--- src/core/spsel_consts.svh ---
`ifndef SPSEL_CONSTS_SVH
`define SPSEL_CONSTS_SVH

// register addresses on the control port
`define SPSEL_ADDR_SEL_A 7'h26
`define SPSEL_ADDR_SEL_B 7'h27
`define SPSEL_ADDR_SEL_C 7'h28

// field positions within the 9-bit registers
`define SPSEL_LO_MSB 3
`define SPSEL_LO_LSB 0
`define SPSEL_HI_MSB 7
`define SPSEL_HI_LSB 4
`define SPSEL_CFG_BIT 8

// reset values of the selection fields
`define SPSEL_RST_PIN2 4'h1
`define SPSEL_RST_PIN3 4'h2
`define SPSEL_RST_PIN4 4'h3
`define SPSEL_RST_PIN5 4'h4
`define SPSEL_RST_PIN6 4'h5
`define SPSEL_RST_FILL 1'h0
`define SPSEL_RST_BYPASS 1'h0

// selection codes that turn a pin into a receiver input
`define SPSEL_CODE_CMOS_IN 4'hE
`define SPSEL_CODE_CMP_IN 4'hF

// pins of the output group: index 0 is pin two
`define SPSEL_NUM_PINS 5
`define SPSEL_FIRST_IN_PIN 1
`define SPSEL_NUM_IN_PINS 3

`endif

--- src/core/spsel_pkg.sv ---
package spsel_pkg;

	// receiver status sources, listed by selection code
	typedef struct packed {
		logic intN;
		logic validity;
		logic user;
		logic channelStatus;
		logic parity;
		logic subframeClock;
		logic blockStartMarker;
		logic unlock;
		logic channelStatusUpdated;
		logic invalid;
		logic zeroDetectFlag;
		logic compressedPayloadFlag;
		logic copyPermitFlag;
		logic emphasisFlag;
	} spsel_status_t;

	typedef struct packed {
		logic write;
		logic [6:0] addr;
		logic [8:0] data;
	} spsel_reg_req_t;

	typedef struct packed {
		logic transmissionErrorFlag;
		logic invalidFlag;
		logic transErrMasked;
		logic invalidMasked;
	} spsel_err_t;

endpackage

--- src/core/spsel_status_pin_select.sv ---
// Operation
// - a four-bit selection code 0000..1101 routes one receiver status signal or flag to its pin.
// - codes 1110 and 1111 turn pins three, four and five into receiver inputs, CMOS buffer or comparator.
// - with fill select 0, a masked error flag that is set makes the last valid sample repeat.
// - with fill select 1, a masked error flag that is set makes the output samples all zero.
// - the invalid flag is handled automatically while the bypass bit is 0 and ignored when it is 1.
// - register 26h holds the fill select in bit 8 and the pin two source in bits 7:4, reset 0001.
// - register 27h holds the bypass in bit 8, pin three source in 3:0 (0010) and pin four in 7:4 (0011).
`timescale 1ns/1ps
`include "spsel_consts.svh"

module spsel_status_pin_select #(
	parameter int SAMPLE_WIDTH = 24
) (
	input wire logic clk,
	input wire logic reset_n,
	input wire spsel_pkg::spsel_reg_req_t regReq,
	output logic [8:0] regReadData,
	input wire spsel_pkg::spsel_status_t status,
	input wire spsel_pkg::spsel_err_t errFlags,
	input wire logic [SAMPLE_WIDTH-1:0] sampleIn,
	input wire logic sampleInValid,
	output logic [SAMPLE_WIDTH-1:0] sampleOut,
	output logic sampleOutValid,
	output logic [`SPSEL_NUM_PINS-1:0] pinOut,
	output logic [`SPSEL_NUM_PINS-1:0] pinOeN,
	input wire logic [`SPSEL_NUM_IN_PINS-1:0] pinIn,
	output logic [`SPSEL_NUM_IN_PINS-1:0] rxInData,
	output logic [`SPSEL_NUM_IN_PINS-1:0] rxInEnable,
	output logic [`SPSEL_NUM_IN_PINS-1:0] rxInComparator
);

	typedef struct packed {
		logic [3:0] pinTwoSource;
		logic errorSampleFillSelect;
		logic [3:0] pinThreeSource;
		logic [3:0] pinFourSource;
		logic invalidHandlingBypass;
		logic [3:0] pinFiveSource;
		logic [3:0] pinSixSource;
		logic [8:0] readData;
		logic [`SPSEL_NUM_PINS-1:0] pinOut;
		logic [`SPSEL_NUM_PINS-1:0] pinOeN;
		logic [`SPSEL_NUM_IN_PINS-1:0] syncFirst;
		logic [`SPSEL_NUM_IN_PINS-1:0] syncSecond;
		logic [`SPSEL_NUM_IN_PINS-1:0] rxInData;
		logic [`SPSEL_NUM_IN_PINS-1:0] rxInEnable;
		logic [`SPSEL_NUM_IN_PINS-1:0] rxInComparator;
		logic [SAMPLE_WIDTH-1:0] lastValid;
		logic [SAMPLE_WIDTH-1:0] sampleOut;
		logic sampleOutValid;
	} spsel_state_t;

	spsel_state_t state_q;
	spsel_state_t state_d;
	logic [`SPSEL_NUM_PINS-1:0][3:0] pinSource;
	logic transErrActive;
	logic invalidActive;
	logic errorActive;

	// status mux used by every pin
	function automatic logic spsel_pick(input logic [3:0] code, input spsel_pkg::spsel_status_t s);
		logic v;
		v = 1'h0;
		case (code)
			4'h0: v = s.intN;
			4'h1: v = s.validity;
			4'h2: v = s.user;
			4'h3: v = s.channelStatus;
			4'h4: v = s.parity;
			4'h5: v = s.subframeClock;
			4'h6: v = s.blockStartMarker;
			4'h7: v = s.unlock;
			4'h8: v = s.channelStatusUpdated;
			4'h9: v = s.invalid;
			4'hA: v = s.zeroDetectFlag;
			4'hB: v = s.compressedPayloadFlag;
			4'hC: v = s.copyPermitFlag;
			4'hD: v = s.emphasisFlag;
			// input codes and reserved codes drive low
			default: v = 1'h0;
		endcase
		return v;
	endfunction

	function automatic logic spsel_is_input(input logic [3:0] code);
		return (code == `SPSEL_CODE_CMOS_IN) || (code == `SPSEL_CODE_CMP_IN);
	endfunction

	assign pinSource[0] = state_q.pinTwoSource;
	assign pinSource[1] = state_q.pinThreeSource;
	assign pinSource[2] = state_q.pinFourSource;
	assign pinSource[3] = state_q.pinFiveSource;
	assign pinSource[4] = state_q.pinSixSource;

	// masked transmission errors always count; masked invalid counts only while bypass is 0
	assign transErrActive = errFlags.transmissionErrorFlag && errFlags.transErrMasked;
	assign invalidActive = errFlags.invalidFlag && errFlags.invalidMasked && !state_q.invalidHandlingBypass;
	assign errorActive = transErrActive || invalidActive;

	always_comb begin
		state_d = state_q;
		// register writes
		if (regReq.write) begin
			case (regReq.addr)
				`SPSEL_ADDR_SEL_A: begin
					state_d.pinTwoSource = regReq.data[`SPSEL_HI_MSB:`SPSEL_HI_LSB];
					state_d.errorSampleFillSelect = regReq.data[`SPSEL_CFG_BIT];
				end
				`SPSEL_ADDR_SEL_B: begin
					state_d.pinThreeSource = regReq.data[`SPSEL_LO_MSB:`SPSEL_LO_LSB];
					state_d.pinFourSource = regReq.data[`SPSEL_HI_MSB:`SPSEL_HI_LSB];
					state_d.invalidHandlingBypass = regReq.data[`SPSEL_CFG_BIT];
				end
				`SPSEL_ADDR_SEL_C: begin
					state_d.pinFiveSource = regReq.data[`SPSEL_LO_MSB:`SPSEL_LO_LSB];
					state_d.pinSixSource = regReq.data[`SPSEL_HI_MSB:`SPSEL_HI_LSB];
				end
				default: begin
					// unmapped writes dropped
				end
			endcase
		end
		// readback shows the stored fields; unmapped reads zero
		state_d.readData = 9'h000;
		case (regReq.addr)
			`SPSEL_ADDR_SEL_A: begin
				state_d.readData[`SPSEL_CFG_BIT] = state_q.errorSampleFillSelect;
				state_d.readData[`SPSEL_HI_MSB:`SPSEL_HI_LSB] = state_q.pinTwoSource;
			end
			`SPSEL_ADDR_SEL_B: begin
				state_d.readData[`SPSEL_CFG_BIT] = state_q.invalidHandlingBypass;
				state_d.readData[`SPSEL_HI_MSB:`SPSEL_HI_LSB] = state_q.pinFourSource;
				state_d.readData[`SPSEL_LO_MSB:`SPSEL_LO_LSB] = state_q.pinThreeSource;
			end
			`SPSEL_ADDR_SEL_C: begin
				state_d.readData[`SPSEL_HI_MSB:`SPSEL_HI_LSB] = state_q.pinSixSource;
				state_d.readData[`SPSEL_LO_MSB:`SPSEL_LO_LSB] = state_q.pinFiveSource;
			end
			default: begin
			end
		endcase
		// pin drive
		for (int i = 0; i < `SPSEL_NUM_PINS; i++) begin
			state_d.pinOut[i] = spsel_pick(pinSource[i], status);
			state_d.pinOeN[i] = 1'h0;
		end
		// input-capable pins; other pins keep driving low on 1110/1111
		for (int j = 0; j < `SPSEL_NUM_IN_PINS; j++) begin
			if (spsel_is_input(pinSource[j + `SPSEL_FIRST_IN_PIN])) begin
				state_d.pinOeN[j + `SPSEL_FIRST_IN_PIN] = 1'h1;
				state_d.pinOut[j + `SPSEL_FIRST_IN_PIN] = 1'h0;
				state_d.rxInEnable[j] = 1'h1;
				state_d.rxInComparator[j] = pinSource[j + `SPSEL_FIRST_IN_PIN] == `SPSEL_CODE_CMP_IN;
				state_d.rxInData[j] = state_q.syncSecond[j];
			end else begin
				state_d.rxInEnable[j] = 1'h0;
				state_d.rxInComparator[j] = 1'h0;
				state_d.rxInData[j] = 1'h0;
			end
		end
		if (spsel_is_input(state_q.pinTwoSource)) begin
			state_d.pinOut[0] = 1'h0;
		end
		if (spsel_is_input(state_q.pinSixSource)) begin
			state_d.pinOut[`SPSEL_NUM_PINS-1] = 1'h0;
		end
		// pin levels are asynchronous, two flops before use
		state_d.syncFirst = pinIn;
		state_d.syncSecond = state_q.syncFirst;
		// sample path
		state_d.sampleOutValid = sampleInValid;
		if (sampleInValid) begin
			if (errorActive) begin
				if (state_q.errorSampleFillSelect) begin
					state_d.sampleOut = '0;
				end else begin
					state_d.sampleOut = state_q.lastValid;
				end
			end else begin
				state_d.sampleOut = sampleIn;
				state_d.lastValid = sampleIn;
			end
		end
	end

	always_ff @(posedge clk or negedge reset_n) begin
		if (!reset_n) begin
			// selections come up at their defaults
			state_q <= '0;
			state_q.pinTwoSource <= `SPSEL_RST_PIN2;
			state_q.errorSampleFillSelect <= `SPSEL_RST_FILL;
			state_q.pinThreeSource <= `SPSEL_RST_PIN3;
			state_q.pinFourSource <= `SPSEL_RST_PIN4;
			state_q.invalidHandlingBypass <= `SPSEL_RST_BYPASS;
			state_q.pinFiveSource <= `SPSEL_RST_PIN5;
			state_q.pinSixSource <= `SPSEL_RST_PIN6;
		end else begin
			state_q <= state_d;
		end
	end

	assign regReadData = state_q.readData;
	assign sampleOut = state_q.sampleOut;
	assign sampleOutValid = state_q.sampleOutValid;
	assign pinOut = state_q.pinOut;
	assign pinOeN = state_q.pinOeN;
	assign rxInData = state_q.rxInData;
	assign rxInEnable = state_q.rxInEnable;
	assign rxInComparator = state_q.rxInComparator;

endmodule // spsel_status_pin_select

--- config.mk ---
export PLATFORM = sky130hd
export DESIGN_NAME = spsel_status_pin_select
export DESIGN_NICKNAME = d
export VERILOG_FILES = /design/src/core/spsel_pkg.sv /design/src/core/spsel_status_pin_select.sv
export VERILOG_INCLUDE_DIRS = /design/src /design/src/core
export SDC_FILE = /design/constraint.sdc
export NUM_CORES = 1
export LEC_CHECK = 0
export BUFFER_PORTS_ARGS = -buffer_cell sky130_fd_sc_hd__clkbuf_2
export CAP_MARGIN = 5
export CELL_PAD_IN_SITES_DETAIL_PLACEMENT = 0
export CELL_PAD_IN_SITES_GLOBAL_PLACEMENT = 1
export CORE_MARGIN = 2
export CORE_UTILIZATION = 40
export DETAILED_ROUTE_END_ITERATION = 10
export GPL_TIMING_DRIVEN = 0
export HOLD_SLACK_MARGIN = 0.15
export PLACE_DENSITY_LB_ADDON = 0.1
export SLEW_MARGIN = 20
export SYNTH_ARGS = -nofsm -noshare
export SYNTH_HDL_FRONTEND = slang
export SYNTH_SLANG_ARGS = --single-unit
--- constraint.sdc ---
create_clock -name clk -period 2.4 [get_ports clk]
set_input_delay 0.48 -clock clk [delete_from_list [all_inputs] [get_ports clk]]
set_output_delay 0.48 -clock clk [all_outputs]
set_load 0.005 [all_outputs]
Yosys cells after proc, flatten, opt, wreduce, memory -nomap -nowiden. Cells that the tools add are included.

Output and inout port bits: 53. Bits of input ports: 65. Word-level logic and storage cells: 139. Bits in registers: 100.

Reductions and logical operators: 19. Eq/ne operators: 78. Mux-type cells: 24. Bitwise operators: 1.

Operators with widths (number): $eq A4 B4 Y1 const B (40); $eq A4 B3 Y1 const B (20); $pmux W1 S14 (5); $mux W24 (2); $eq A4 B2 Y1 const B (10); $eq A7 B6 Y1 const B (3); $eq A4 B1 Y1 const B (5); $logic_not A4 Y1 (5); $mux W1 (14); $pmux W4 S3 (1); $pmux W4 S2 (1); $reduce_and A2 Y1 (4); $logic_or A1 B1 Y1 (6); $logic_and A1 B1 Y1 (3); $pmux W1 S2 (1); $logic_not A1 Y1 (1); $not A1 Y1 (1).

Longest topological paths before layout. Gate-level depths: netlist of run 1.

Word-level depth: 5. Mapped depth: 5. Gate-level depth less buffers: 3.

Worst setup path after synthesis of run 1. Ideal clock, no wire load.

Path kind: register -> register. Start point: register state_q (netlist bit pinSource[0]). End point: register state_q (netlist bit pinOut[0]). Buffers on the path: 1. Setup slack: 721 ps. Setup time: 121 ps. Stages on the path, launching flop included: 5. Arrival: 1558 ps. Clock period less this slack: 1679 ps. Data required time: 2279 ps. Path through: dfstp_2 > buf_6 > mux4_1 > mux2_2 > o22a_1.

RTL lines: start: declaration (line spsel_status_pin_select.sv:54) `spsel_state_t state_q;`; start signal: assignment (line spsel_status_pin_select.sv:199) `state_q <= state_d;`.

Worst setup path in the final report of run 1.
Start point: input regReq[13] (netlist name). End point: register state_q[91] (netlist name).

Longest elaborated chain between the ends: 2.

Ends and longest elaborated chain: start: declaration (line spsel_status_pin_select.sv:17) `input wire spsel_pkg::spsel_reg_req_t regReq,`; $eq A7 B6 Y1 (line spsel_status_pin_select.sv:105) `case (regReq.addr)`; $reduce_and A2 Y1 (no source line).

No other way between the ends. A chain may end at the register's enable or synchronous reset.

==> metrics.txt, run 1 <==
# TYPE chip_impl_metric gauge
chip_impl_info{name="timing.hold.worst_endpoint",value="state_d[58]"} 1
chip_impl_info{name="worstSetupPathType",value="in2reg"} 1
chip_impl_metric{name="final.fill_count",unit=""} 1149
chip_impl_metric{name="core_region",unit="um^2"} 12600
chip_impl_metric{name="grt-ovfl-total",unit=""} 0
chip_impl_info{name="run_status",value="complete, no violations"} 1
chip_impl_metric{name="ys_warn_count",unit=""} 0
chip_impl_metric{name="min_tclk_post_route",unit="ns"} 1.96
chip_impl_metric{name="async_flop_share",unit="%"} 100
chip_impl_metric{name="first_global_vias",unit=""} 3705
chip_impl_metric{name="synth.ff_latch_count",unit=""} 100
chip_impl_info{name="synth.top_cells.by_count",value="93 x sky130_fd_sc_hd__dfrtp_1, 52 x sky130_fd_sc_hd__buf_4, 51 x sky130_fd_sc_hd__mux2_2"} 1
chip_impl_info{name="cpMaxStageDelayCell",value="sky130_fd_sc_hd__nand4_1"} 1
chip_impl_info{name="yosysTopAreaCell",value="sky130_fd_sc_hd__dfrtp_1"} 1
chip_impl_metric{name="timing.critical_path.required",unit="ns"} 2.62
chip_impl_info{name="yosys.cell_count.top_type",value="sky130_fd_sc_hd__dfrtp_1"} 1
chip_impl_metric{name="drt-initial-drc-count",unit=""} 171
chip_impl_metric{name="design.final.nets",unit=""} 642
chip_impl_metric{name="worst_skew_late_latency",unit="ns"} 0.34
chip_impl_metric{name="io_pins",unit=""} 118
chip_impl_info{name="crit_start",value="regReq[13]"} 1
chip_impl_metric{name="mapped_avg_cell_area",unit="um^2"} 11.4
chip_impl_metric{name="min_period_over_period",unit="%"} 81.7
chip_impl_metric{name="grt.total_usage",unit="%"} 18.1
chip_impl_metric{name="ys_seq_area_share",unit="%"} 49.0
chip_impl_info{name="critical_path_capture_point_type",value="flop"} 1
chip_impl_metric{name="place_congestion",unit=""} 0.774
chip_impl_metric{name="cpPeakStageDelay",unit="ns"} 0.69
chip_impl_info{name="main_area_contributors_after_synthesis",value="sky130_fd_sc_hd__dfrtp_1 45%, sky130_fd_sc_hd__mux2_2 11%, sky130_fd_sc_hd__buf_4 7.6%, sky130_fd_sc_hd__a31oi_1 4.0%, sky130_fd_sc_hd__dfstp_2 3.6%"} 1
chip_impl_metric{name="tritoncts.num_buffers",unit=""} 9
chip_impl_metric{name="detail_route.wirelength",unit="um"} 11900
chip_impl_metric{name="die_area",unit="um^2"} 13700
chip_impl_metric{name="clkTransAtPathRegs",unit="ns"} 0.07
chip_impl_metric{name="vias",unit=""} 3764
chip_impl_metric{name="htree_num_levels",unit=""} 3
chip_impl_metric{name="synth_top_cell_area_share",unit="%"} 45.4
chip_impl_metric{name="power.ir.vdd_worst",unit="V"} 0.000310
chip_impl_metric{name="setup_viol",unit=""} 0
chip_impl_metric{name="area_delta_synth_final",unit="%"} 22.6
chip_impl_metric{name="max_fclk",unit="GHz"} 0.510
chip_impl_info{name="hold_start",value="pinIn[0]"} 1
chip_impl_metric{name="portBuffers",unit=""} 114
chip_impl_info{name="cts_root_buffer",value="sky130_fd_sc_hd__clkbuf_16"} 1
chip_impl_info{name="timing.hold.worst.class",value="in2reg"} 1
chip_impl_metric{name="drc_errors",unit=""} 0
chip_impl_metric{name="worstPathMaxFanout",unit=""} 9
chip_impl_metric{name="antenna_found_initial",unit=""} 0
chip_impl_metric{name="route.detailed.vias_per_inst",unit=""} 4.99
chip_impl_metric{name="route.antenna.remaining_nets",unit=""} 0
chip_impl_metric{name="antennaDiodeCount",unit=""} 0
chip_impl_metric{name="power_per_cell_area",unit="nW/um^2"} 693
chip_impl_metric{name="detailedPlacementHpwl",unit="um"} 8820
chip_impl_metric{name="rows",unit=""} 41
chip_impl_metric{name="drv_cap",unit=""} 0
chip_impl_metric{name="cts_num_sinks",unit=""} 100
chip_impl_metric{name="synth.cell_area",unit="um^2"} 5130
chip_impl_metric{name="grt_first_pass_wirelength",unit="um"} 19000
chip_impl_metric{name="critPathArrivalTime",unit="ns"} 2.18
chip_impl_metric{name="relSlewSlack",unit="%"} 48.5
chip_impl_metric{name="report.final.hold_viol_count",unit=""} 0
chip_impl_metric{name="fin_worst_skew",unit="ns"} 0.00761
chip_impl_info{name="critical_path.reg2reg.startpoint",value="state_q[91]"} 1
chip_impl_metric{name="power.total",unit="mW"} 4.36
chip_impl_info{name="synth_ff_type",value="sky130_fd_sc_hd__dfrtp_1"} 1
chip_impl_info{name="cts_tree",value="yes"} 1
chip_impl_metric{name="avgRoutedWirePerCell",unit="um"} 15.8
chip_impl_info{name="r2r-end",value="state_q[39]"} 1
chip_impl_metric{name="cts-root-to-sink-buffers",unit=""} 2
chip_impl_metric{name="setup-tns-final",unit="ns"} 0
chip_impl_metric{name="drive_above_1_share",unit="%"} 44.8
chip_impl_metric{name="total_leakage_power",unit="nW"} 2.93
chip_impl_info{name="worstSetupStartpointType",value="input port"} 1
chip_impl_metric{name="setup.reg_to_reg.worst_slack",unit="ns"} 0.59
chip_impl_metric{name="timing.reg2reg.worst_path_depth",unit=""} 4
chip_impl_metric{name="die-height",unit="um"} 117
chip_impl_info{name="rsz_0062_raised_after_global_routing",value="false"} 1
chip_impl_metric{name="number_of_enable_flip_flop_cells_after_synthesis",unit=""} 0
chip_impl_metric{name="syn-instance-count",unit=""} 449
chip_impl_metric{name="final.hold.worst_slack",unit="ns"} 0.242
chip_impl_metric{name="synth_cell_type_count",unit=""} 34
chip_impl_metric{name="chipWidth",unit="um"} 117
chip_impl_metric{name="whs_path_depth",unit=""} 1
chip_impl_metric{name="grt_max_degree",unit=""} 75
chip_impl_metric{name="slew_of_the_pin_with_the_lowest_slew_margin",unit="ns"} 0.769
chip_impl_metric{name="slew_viol_final",unit=""} 0
chip_impl_info{name="worstPathCellList",value="clkbuf_2 -> nor3b_1 -> nand4_1 -> mux2_2"} 1
chip_impl_metric{name="effective_utilization_at_floorplan",unit="%"} 40.8
chip_impl_metric{name="dr.pass1.iters",unit=""} 4
metal layers:
| layer | vias up | routed length, um | GRT usage, % |
|---|---|---|---|
| li1 | 1812 | - | - |
| met2 | 105 | 5470 | 28.1 |
| met3 | 8 | 612 | 4.12 |
| met1 | 1839 | 5690 | 25.7 |
| met4 | 0 | 121 | 4.94 |
| met5 | - | 0 | 0 |
critical path, delay by kind of cell:
kind	cells	cell delay, ns
simple gates	2	1.11
buf+inv	1	0.08
mux	1	0.51
flip-flops by register name, indices dropped and copies added, names as in the netlist:
register and cells:
state_q 29, pinOeN 3, pinSource 20, pinOut 5, rxInData 3, regReadData 9, rxInComparator 3, sampleOutValid 1
state_d 3, sampleOut 24
kinds of logic (layout without fill, tap and decap cells):
logic type	Yosys count	count (layout)	synth area share [%]
buffers and inverters	85	217	10.5
AO/OA/AOI/OAI	68	68	7.86
other	1	2	0.0731
multiplexers	77	77	19.9
flip-flops	100	100	49.0
AND/OR/NAND/NOR	118	118	12.7
cell usage in the layout, fill, tap and decap left out, types with 13 or more instances in the layout:
| cell type | count |
|---|---|
| sky130_fd_sc_hd__buf_4 | 52 |
| sky130_fd_sc_hd__dfrtp_1 | 93 |
| sky130_fd_sc_hd__clkbuf_1 | 18 |
| sky130_fd_sc_hd__nand3_1 | 35 |
| sky130_fd_sc_hd__clkbuf_2 | 113 |
| sky130_fd_sc_hd__nor2_1 | 25 |
| sky130_fd_sc_hd__mux2_2 | 51 |
| sky130_fd_sc_hd__nor2b_1 | 29 |
| sky130_fd_sc_hd__o21ai_0 | 27 |
| sky130_fd_sc_hd__mux2i_1 | 13 |
| sky130_fd_sc_hd__a31oi_1 | 33 |
through the flow:
step | area [um^2] | instances | setup slack (ns) | util [%]
after detailed placement | 5950 | 737 | 0.0906 | 47.4
final | 6290 | 754 | 0.438 | 50.0
after floorplan | 5130 | 450 | 0.721 | -
after global routing | 6290 | 754 | 0.328 | 50.0
after CTS | 6290 | 754 | 0.446 | 50.0
after global placement | 5920 | 736 | -0.451 | 47.1
timing repair:
| action | CTS | global route |
|---|---|---|
| setup buffers | 0 | 0 |
| endpoints found under the hold margin | 20 | 0 |
| gates resized for setup | 0 | 0 |
| hold buffers | 1 | 0 |
where the power goes:
| group | internal, mW | leakage [nW] | total [mW] | switching (mW) |
|---|---|---|---|---|
| sequential | 1.87 | 1.22 | 1.98 | 0.108 |
| clock | 0.943 | 0.159 | 1.59 | 0.644 |
| combinational | 0.450 | 1.56 | 0.792 | 0.341 |
| total | 3.26 | 2.93 | 4.36 | 1.09 |
layout make-up:
| type | instances | area [um^2] | share of cell area (%) |
|---|---|---|---|
| clock inverters | 6 | 86.3 | 1.37 |
| clock buffers | 10 | 239 | 3.80 |
| repair buffers | 116 | 617 | 9.81 |
| well taps | 172 | 215 | 3.42 |
| inverters | 5 | 18.8 | 0.298 |
| plain buffers | 80 | 520 | 8.28 |
| flip-flops and latches | 100 | 2510 | 39.9 |
| multi-input cells | 265 | 2080 | 33.1 |
how the worst max path moves through the flow:
stage / end / slack [ns] / cells after the start
2_1_floorplan: pinOut[0] / 0.72 / 4
3_3_place_gp: state_q[42] / -0.45 / 1
3_5_place_dp: state_q[91] / 0.09 / 4
4_1_cts: state_q[91] / 0.45 / 4
5_1_grt: pinSource[7] / 0.33 / 4
6_report: state_q[91] / 0.44 / 4
(Power assumes the default switching activity.)
==> inputs of run 2 (changes only) <==
CORE_UTILIZATION = 38   (was 40)
clock period = 1.7 ns   (was 2.4 ns; I/O delays follow)
==> metrics.txt, run 2 (synthesis gave the netlist of run 1 again) <==
# TYPE chip_impl_metric gauge
chip_impl_metric{name="timing.critical_path.buf_inv",unit=""} 1
chip_impl_metric{name="avgRoutedWirePerCell",unit="um"} 16.0
chip_impl_metric{name="grt_first_pass_wirelength",unit="um"} 19800
chip_impl_metric{name="route.detailed.vias_per_inst",unit=""} 4.94
chip_impl_metric{name="grt.total_usage",unit="%"} 17.7
chip_impl_info{name="cts_tree",value="yes"} 1
chip_impl_metric{name="antenna_found_initial",unit=""} 0
chip_impl_metric{name="antennaDiodeCount",unit=""} 0
chip_impl_info{name="worstSetupStartpointType",value="flop"} 1
chip_impl_info{name="timing.hold.worst_endpoint",value="sampleOutValid"} 1
chip_impl_metric{name="power.share.clock",unit="%"} 34.7
chip_impl_info{name="timing.hold.worst.class",value="in2reg"} 1
chip_impl_metric{name="share_comb_of_total_power",unit="%"} 19.2
chip_impl_metric{name="switching_share",unit="%"} 25.3
chip_impl_info{name="critical_path_capture_point_type",value="flop"} 1
chip_impl_metric{name="setup_viol",unit=""} 2
chip_impl_metric{name="setup.reg_to_reg.worst_slack",unit="ns"} -0.04
chip_impl_metric{name="timing.critical_path.depth",unit=""} 4
chip_impl_metric{name="detailedPlacementHpwl",unit="um"} 8880
chip_impl_metric{name="cts-root-to-sink-buffers",unit=""} 2
chip_impl_metric{name="detail_route.wirelength",unit="um"} 12300
chip_impl_metric{name="place_congestion",unit=""} 0.790
chip_impl_metric{name="clkTransAtPathRegs",unit="ns"} 0.07
chip_impl_metric{name="largest_reg_flops",unit=""} 29
chip_impl_metric{name="setup_slack_after_layout",unit="ns"} -0.0413
chip_impl_metric{name="power_per_cell_area",unit="nW/um^2"} 950
chip_impl_metric{name="report.final.hold_viol_count",unit=""} 0
chip_impl_metric{name="slew_of_the_pin_with_the_lowest_slew_margin",unit="ns"} 0.711
chip_impl_info{name="layout_common_cells",value="113 x sky130_fd_sc_hd__clkbuf_2, 93 x sky130_fd_sc_hd__dfrtp_1, 64 x sky130_fd_sc_hd__buf_4, 49 x sky130_fd_sc_hd__mux2_2, 35 x sky130_fd_sc_hd__nand3_1"} 1
chip_impl_metric{name="worst_skew_late_latency",unit="ns"} 0.34
chip_impl_metric{name="die-height",unit="um"} 120
chip_impl_metric{name="grt_max_degree",unit=""} 72
chip_impl_metric{name="design.final.nets",unit=""} 654
chip_impl_info{name="critical_path.reg2reg.startpoint",value="pinSource[0]"} 1
chip_impl_info{name="rsz_0062_raised_after_global_routing",value="true"} 1
chip_impl_metric{name="htree_num_levels",unit=""} 3
chip_impl_metric{name="slew_viol_final",unit=""} 0
chip_impl_metric{name="worstPathMaxFanout",unit=""} 6
chip_impl_info{name="layout_commonest_cell",value="sky130_fd_sc_hd__clkbuf_2"} 1
chip_impl_info{name="cpMaxStageDelayCell",value="sky130_fd_sc_hd__dfstp_2"} 1
chip_impl_metric{name="dr.pass1.iters",unit=""} 4
chip_impl_info{name="worstSetupPathType",value="reg2reg"} 1
chip_impl_metric{name="route.antenna.remaining_nets",unit=""} 0
chip_impl_metric{name="grt-ovfl-total",unit=""} 0
chip_impl_metric{name="internal-power",unit="mW"} 4.53
chip_impl_metric{name="drive_above_1_share",unit="%"} 46.0
chip_impl_metric{name="finalCoreUtilization",unit="%"} 48.4
chip_impl_metric{name="tritoncts.num_buffers",unit=""} 9
chip_impl_metric{name="relSlewSlack",unit="%"} 52.4
chip_impl_metric{name="drc_errors",unit=""} 0
chip_impl_info{name="max_flop_register",value="state_q"} 1
chip_impl_metric{name="die_area",unit="um^2"} 14400
chip_impl_metric{name="total_leakage_power",unit="nW"} 2.97
chip_impl_metric{name="fin_worst_skew",unit="ns"} 0.00451
chip_impl_metric{name="core_region",unit="um^2"} 13200
chip_impl_metric{name="first_global_vias",unit=""} 3728
chip_impl_metric{name="power.ir.vdd_worst",unit="V"} 0.000400
chip_impl_metric{name="io_pins",unit=""} 118
chip_impl_metric{name="effective_utilization_at_floorplan",unit="%"} 38.9
chip_impl_metric{name="cts_num_sinks",unit=""} 100
chip_impl_metric{name="cpPeakStageDelay",unit="ns"} 0.53
chip_impl_metric{name="area_delta_synth_final",unit="%"} 24.5
chip_impl_metric{name="max_fclk",unit="GHz"} 0.574
chip_impl_info{name="cts_root_buffer",value="sky130_fd_sc_hd__clkbuf_16"} 1
chip_impl_info{name="failing_checks",value="setup timing"} 1
chip_impl_metric{name="rows",unit=""} 42
chip_impl_metric{name="seq_power_share",unit="%"} 46.1
chip_impl_metric{name="min_tclk_post_route",unit="ns"} 1.74
chip_impl_info{name="hold_start",value="sampleInValid"} 1
chip_impl_metric{name="critPathArrivalTime",unit="ns"} 1.96
chip_impl_metric{name="power.total",unit="mW"} 6.06
chip_impl_metric{name="preCtsSetupSlack",unit="ns"} -0.418
chip_impl_metric{name="vias",unit=""} 3800
chip_impl_metric{name="drv_cap",unit=""} 0
chip_impl_metric{name="setup-tns-final",unit="ns"} -0.0655
chip_impl_metric{name="timing.reg2reg.worst_path_depth",unit=""} 4
chip_impl_metric{name="drt-initial-drc-count",unit=""} 204
chip_impl_info{name="timing.critical_path.max_delay_family",value="multiplexers"} 1
chip_impl_metric{name="min_period_over_period",unit="%"} 102
chip_impl_info{name="run_status",value="complete, but fails checks"} 1
chip_impl_info{name="r2r-end",value="pinOut[0]"} 1
chip_impl_metric{name="portBuffers",unit=""} 114
chip_impl_info{name="worstPathCellList",value="buf_6 -> mux4_2 -> mux2_4 -> o22a_1"} 1
chip_impl_metric{name="whs_path_depth",unit=""} 1
chip_impl_metric{name="power.switching",unit="mW"} 1.53
chip_impl_metric{name="timing.critical_path.required",unit="ns"} 1.92
chip_impl_metric{name="chipWidth",unit="um"} 120
-- run 2: how the worst max path moves through the flow --
stage / from / end / slack [ns]
floorplan: pinSource[0] / pinOut[0] / 0.02
global placement: reset_n / state_q[43] / -1.13
detailed placement: regReq[13] / pinSource[4] / -0.42
CTS: pinSource[0] / pinOut[0] / -0.04
global route: pinSource[0] / pinOut[0] / -0.08
finish: pinSource[0] / pinOut[0] / -0.04
-- run 2: area by class of cell --
class,instances,area [um^2]
clock buffer,13,260
clock inverter,3,45.0
multi-input combinational,265,2090
tap,176,220
sequential,100,2510
buffer,79,520
fill,1268,6810
timing repair buffer,129,722
inverter,5,18.8
-- run 2: repair_timing --
action	in CTS	in global routing
setup endpoints to repair	32	27
hold buffers	4	0
hold endpoints to repair	32	0
buffers inserted	3	7
resized for setup	8	2
pin swaps	3	0
cloned	0	0
-- run 2: power by group through the flow --
stage / Sequential, mW / Clock [mW] / Combinational, mW
after CTS: 2.80 / 2.17 / 1.15
after global routing: 2.83 / 2.27 / 1.28
after global placement: 2.83 / 0 / 1.11
after detailed placement: 2.83 / 0 / 1.14
after floorplan: 2.79 / 0 / 0.743
final: 2.79 / 2.11 / 1.16
-- run 2: stage by stage --
step	hold slack, ns	area (um^2)	instances
detailed placement	0.255	5960	741
global placement	0.333	5920	740
floorplan	0.0444	5130	450
finish	0.186	6380	770
global route	0.176	6380	770
CTS	0.158	6320	763
-- run 2: routing by layer --
layer | share of wire [%] | track usage, % | vias up
met3 | 5.3 | 3.35 | 10
met5 | 0 | 0 | -
met1 | 49 | 26.2 | 1869
met2 | 45 | 26.2 | 97
met4 | 1.3 | 5.81 | 0
li1 | - | - | 1824
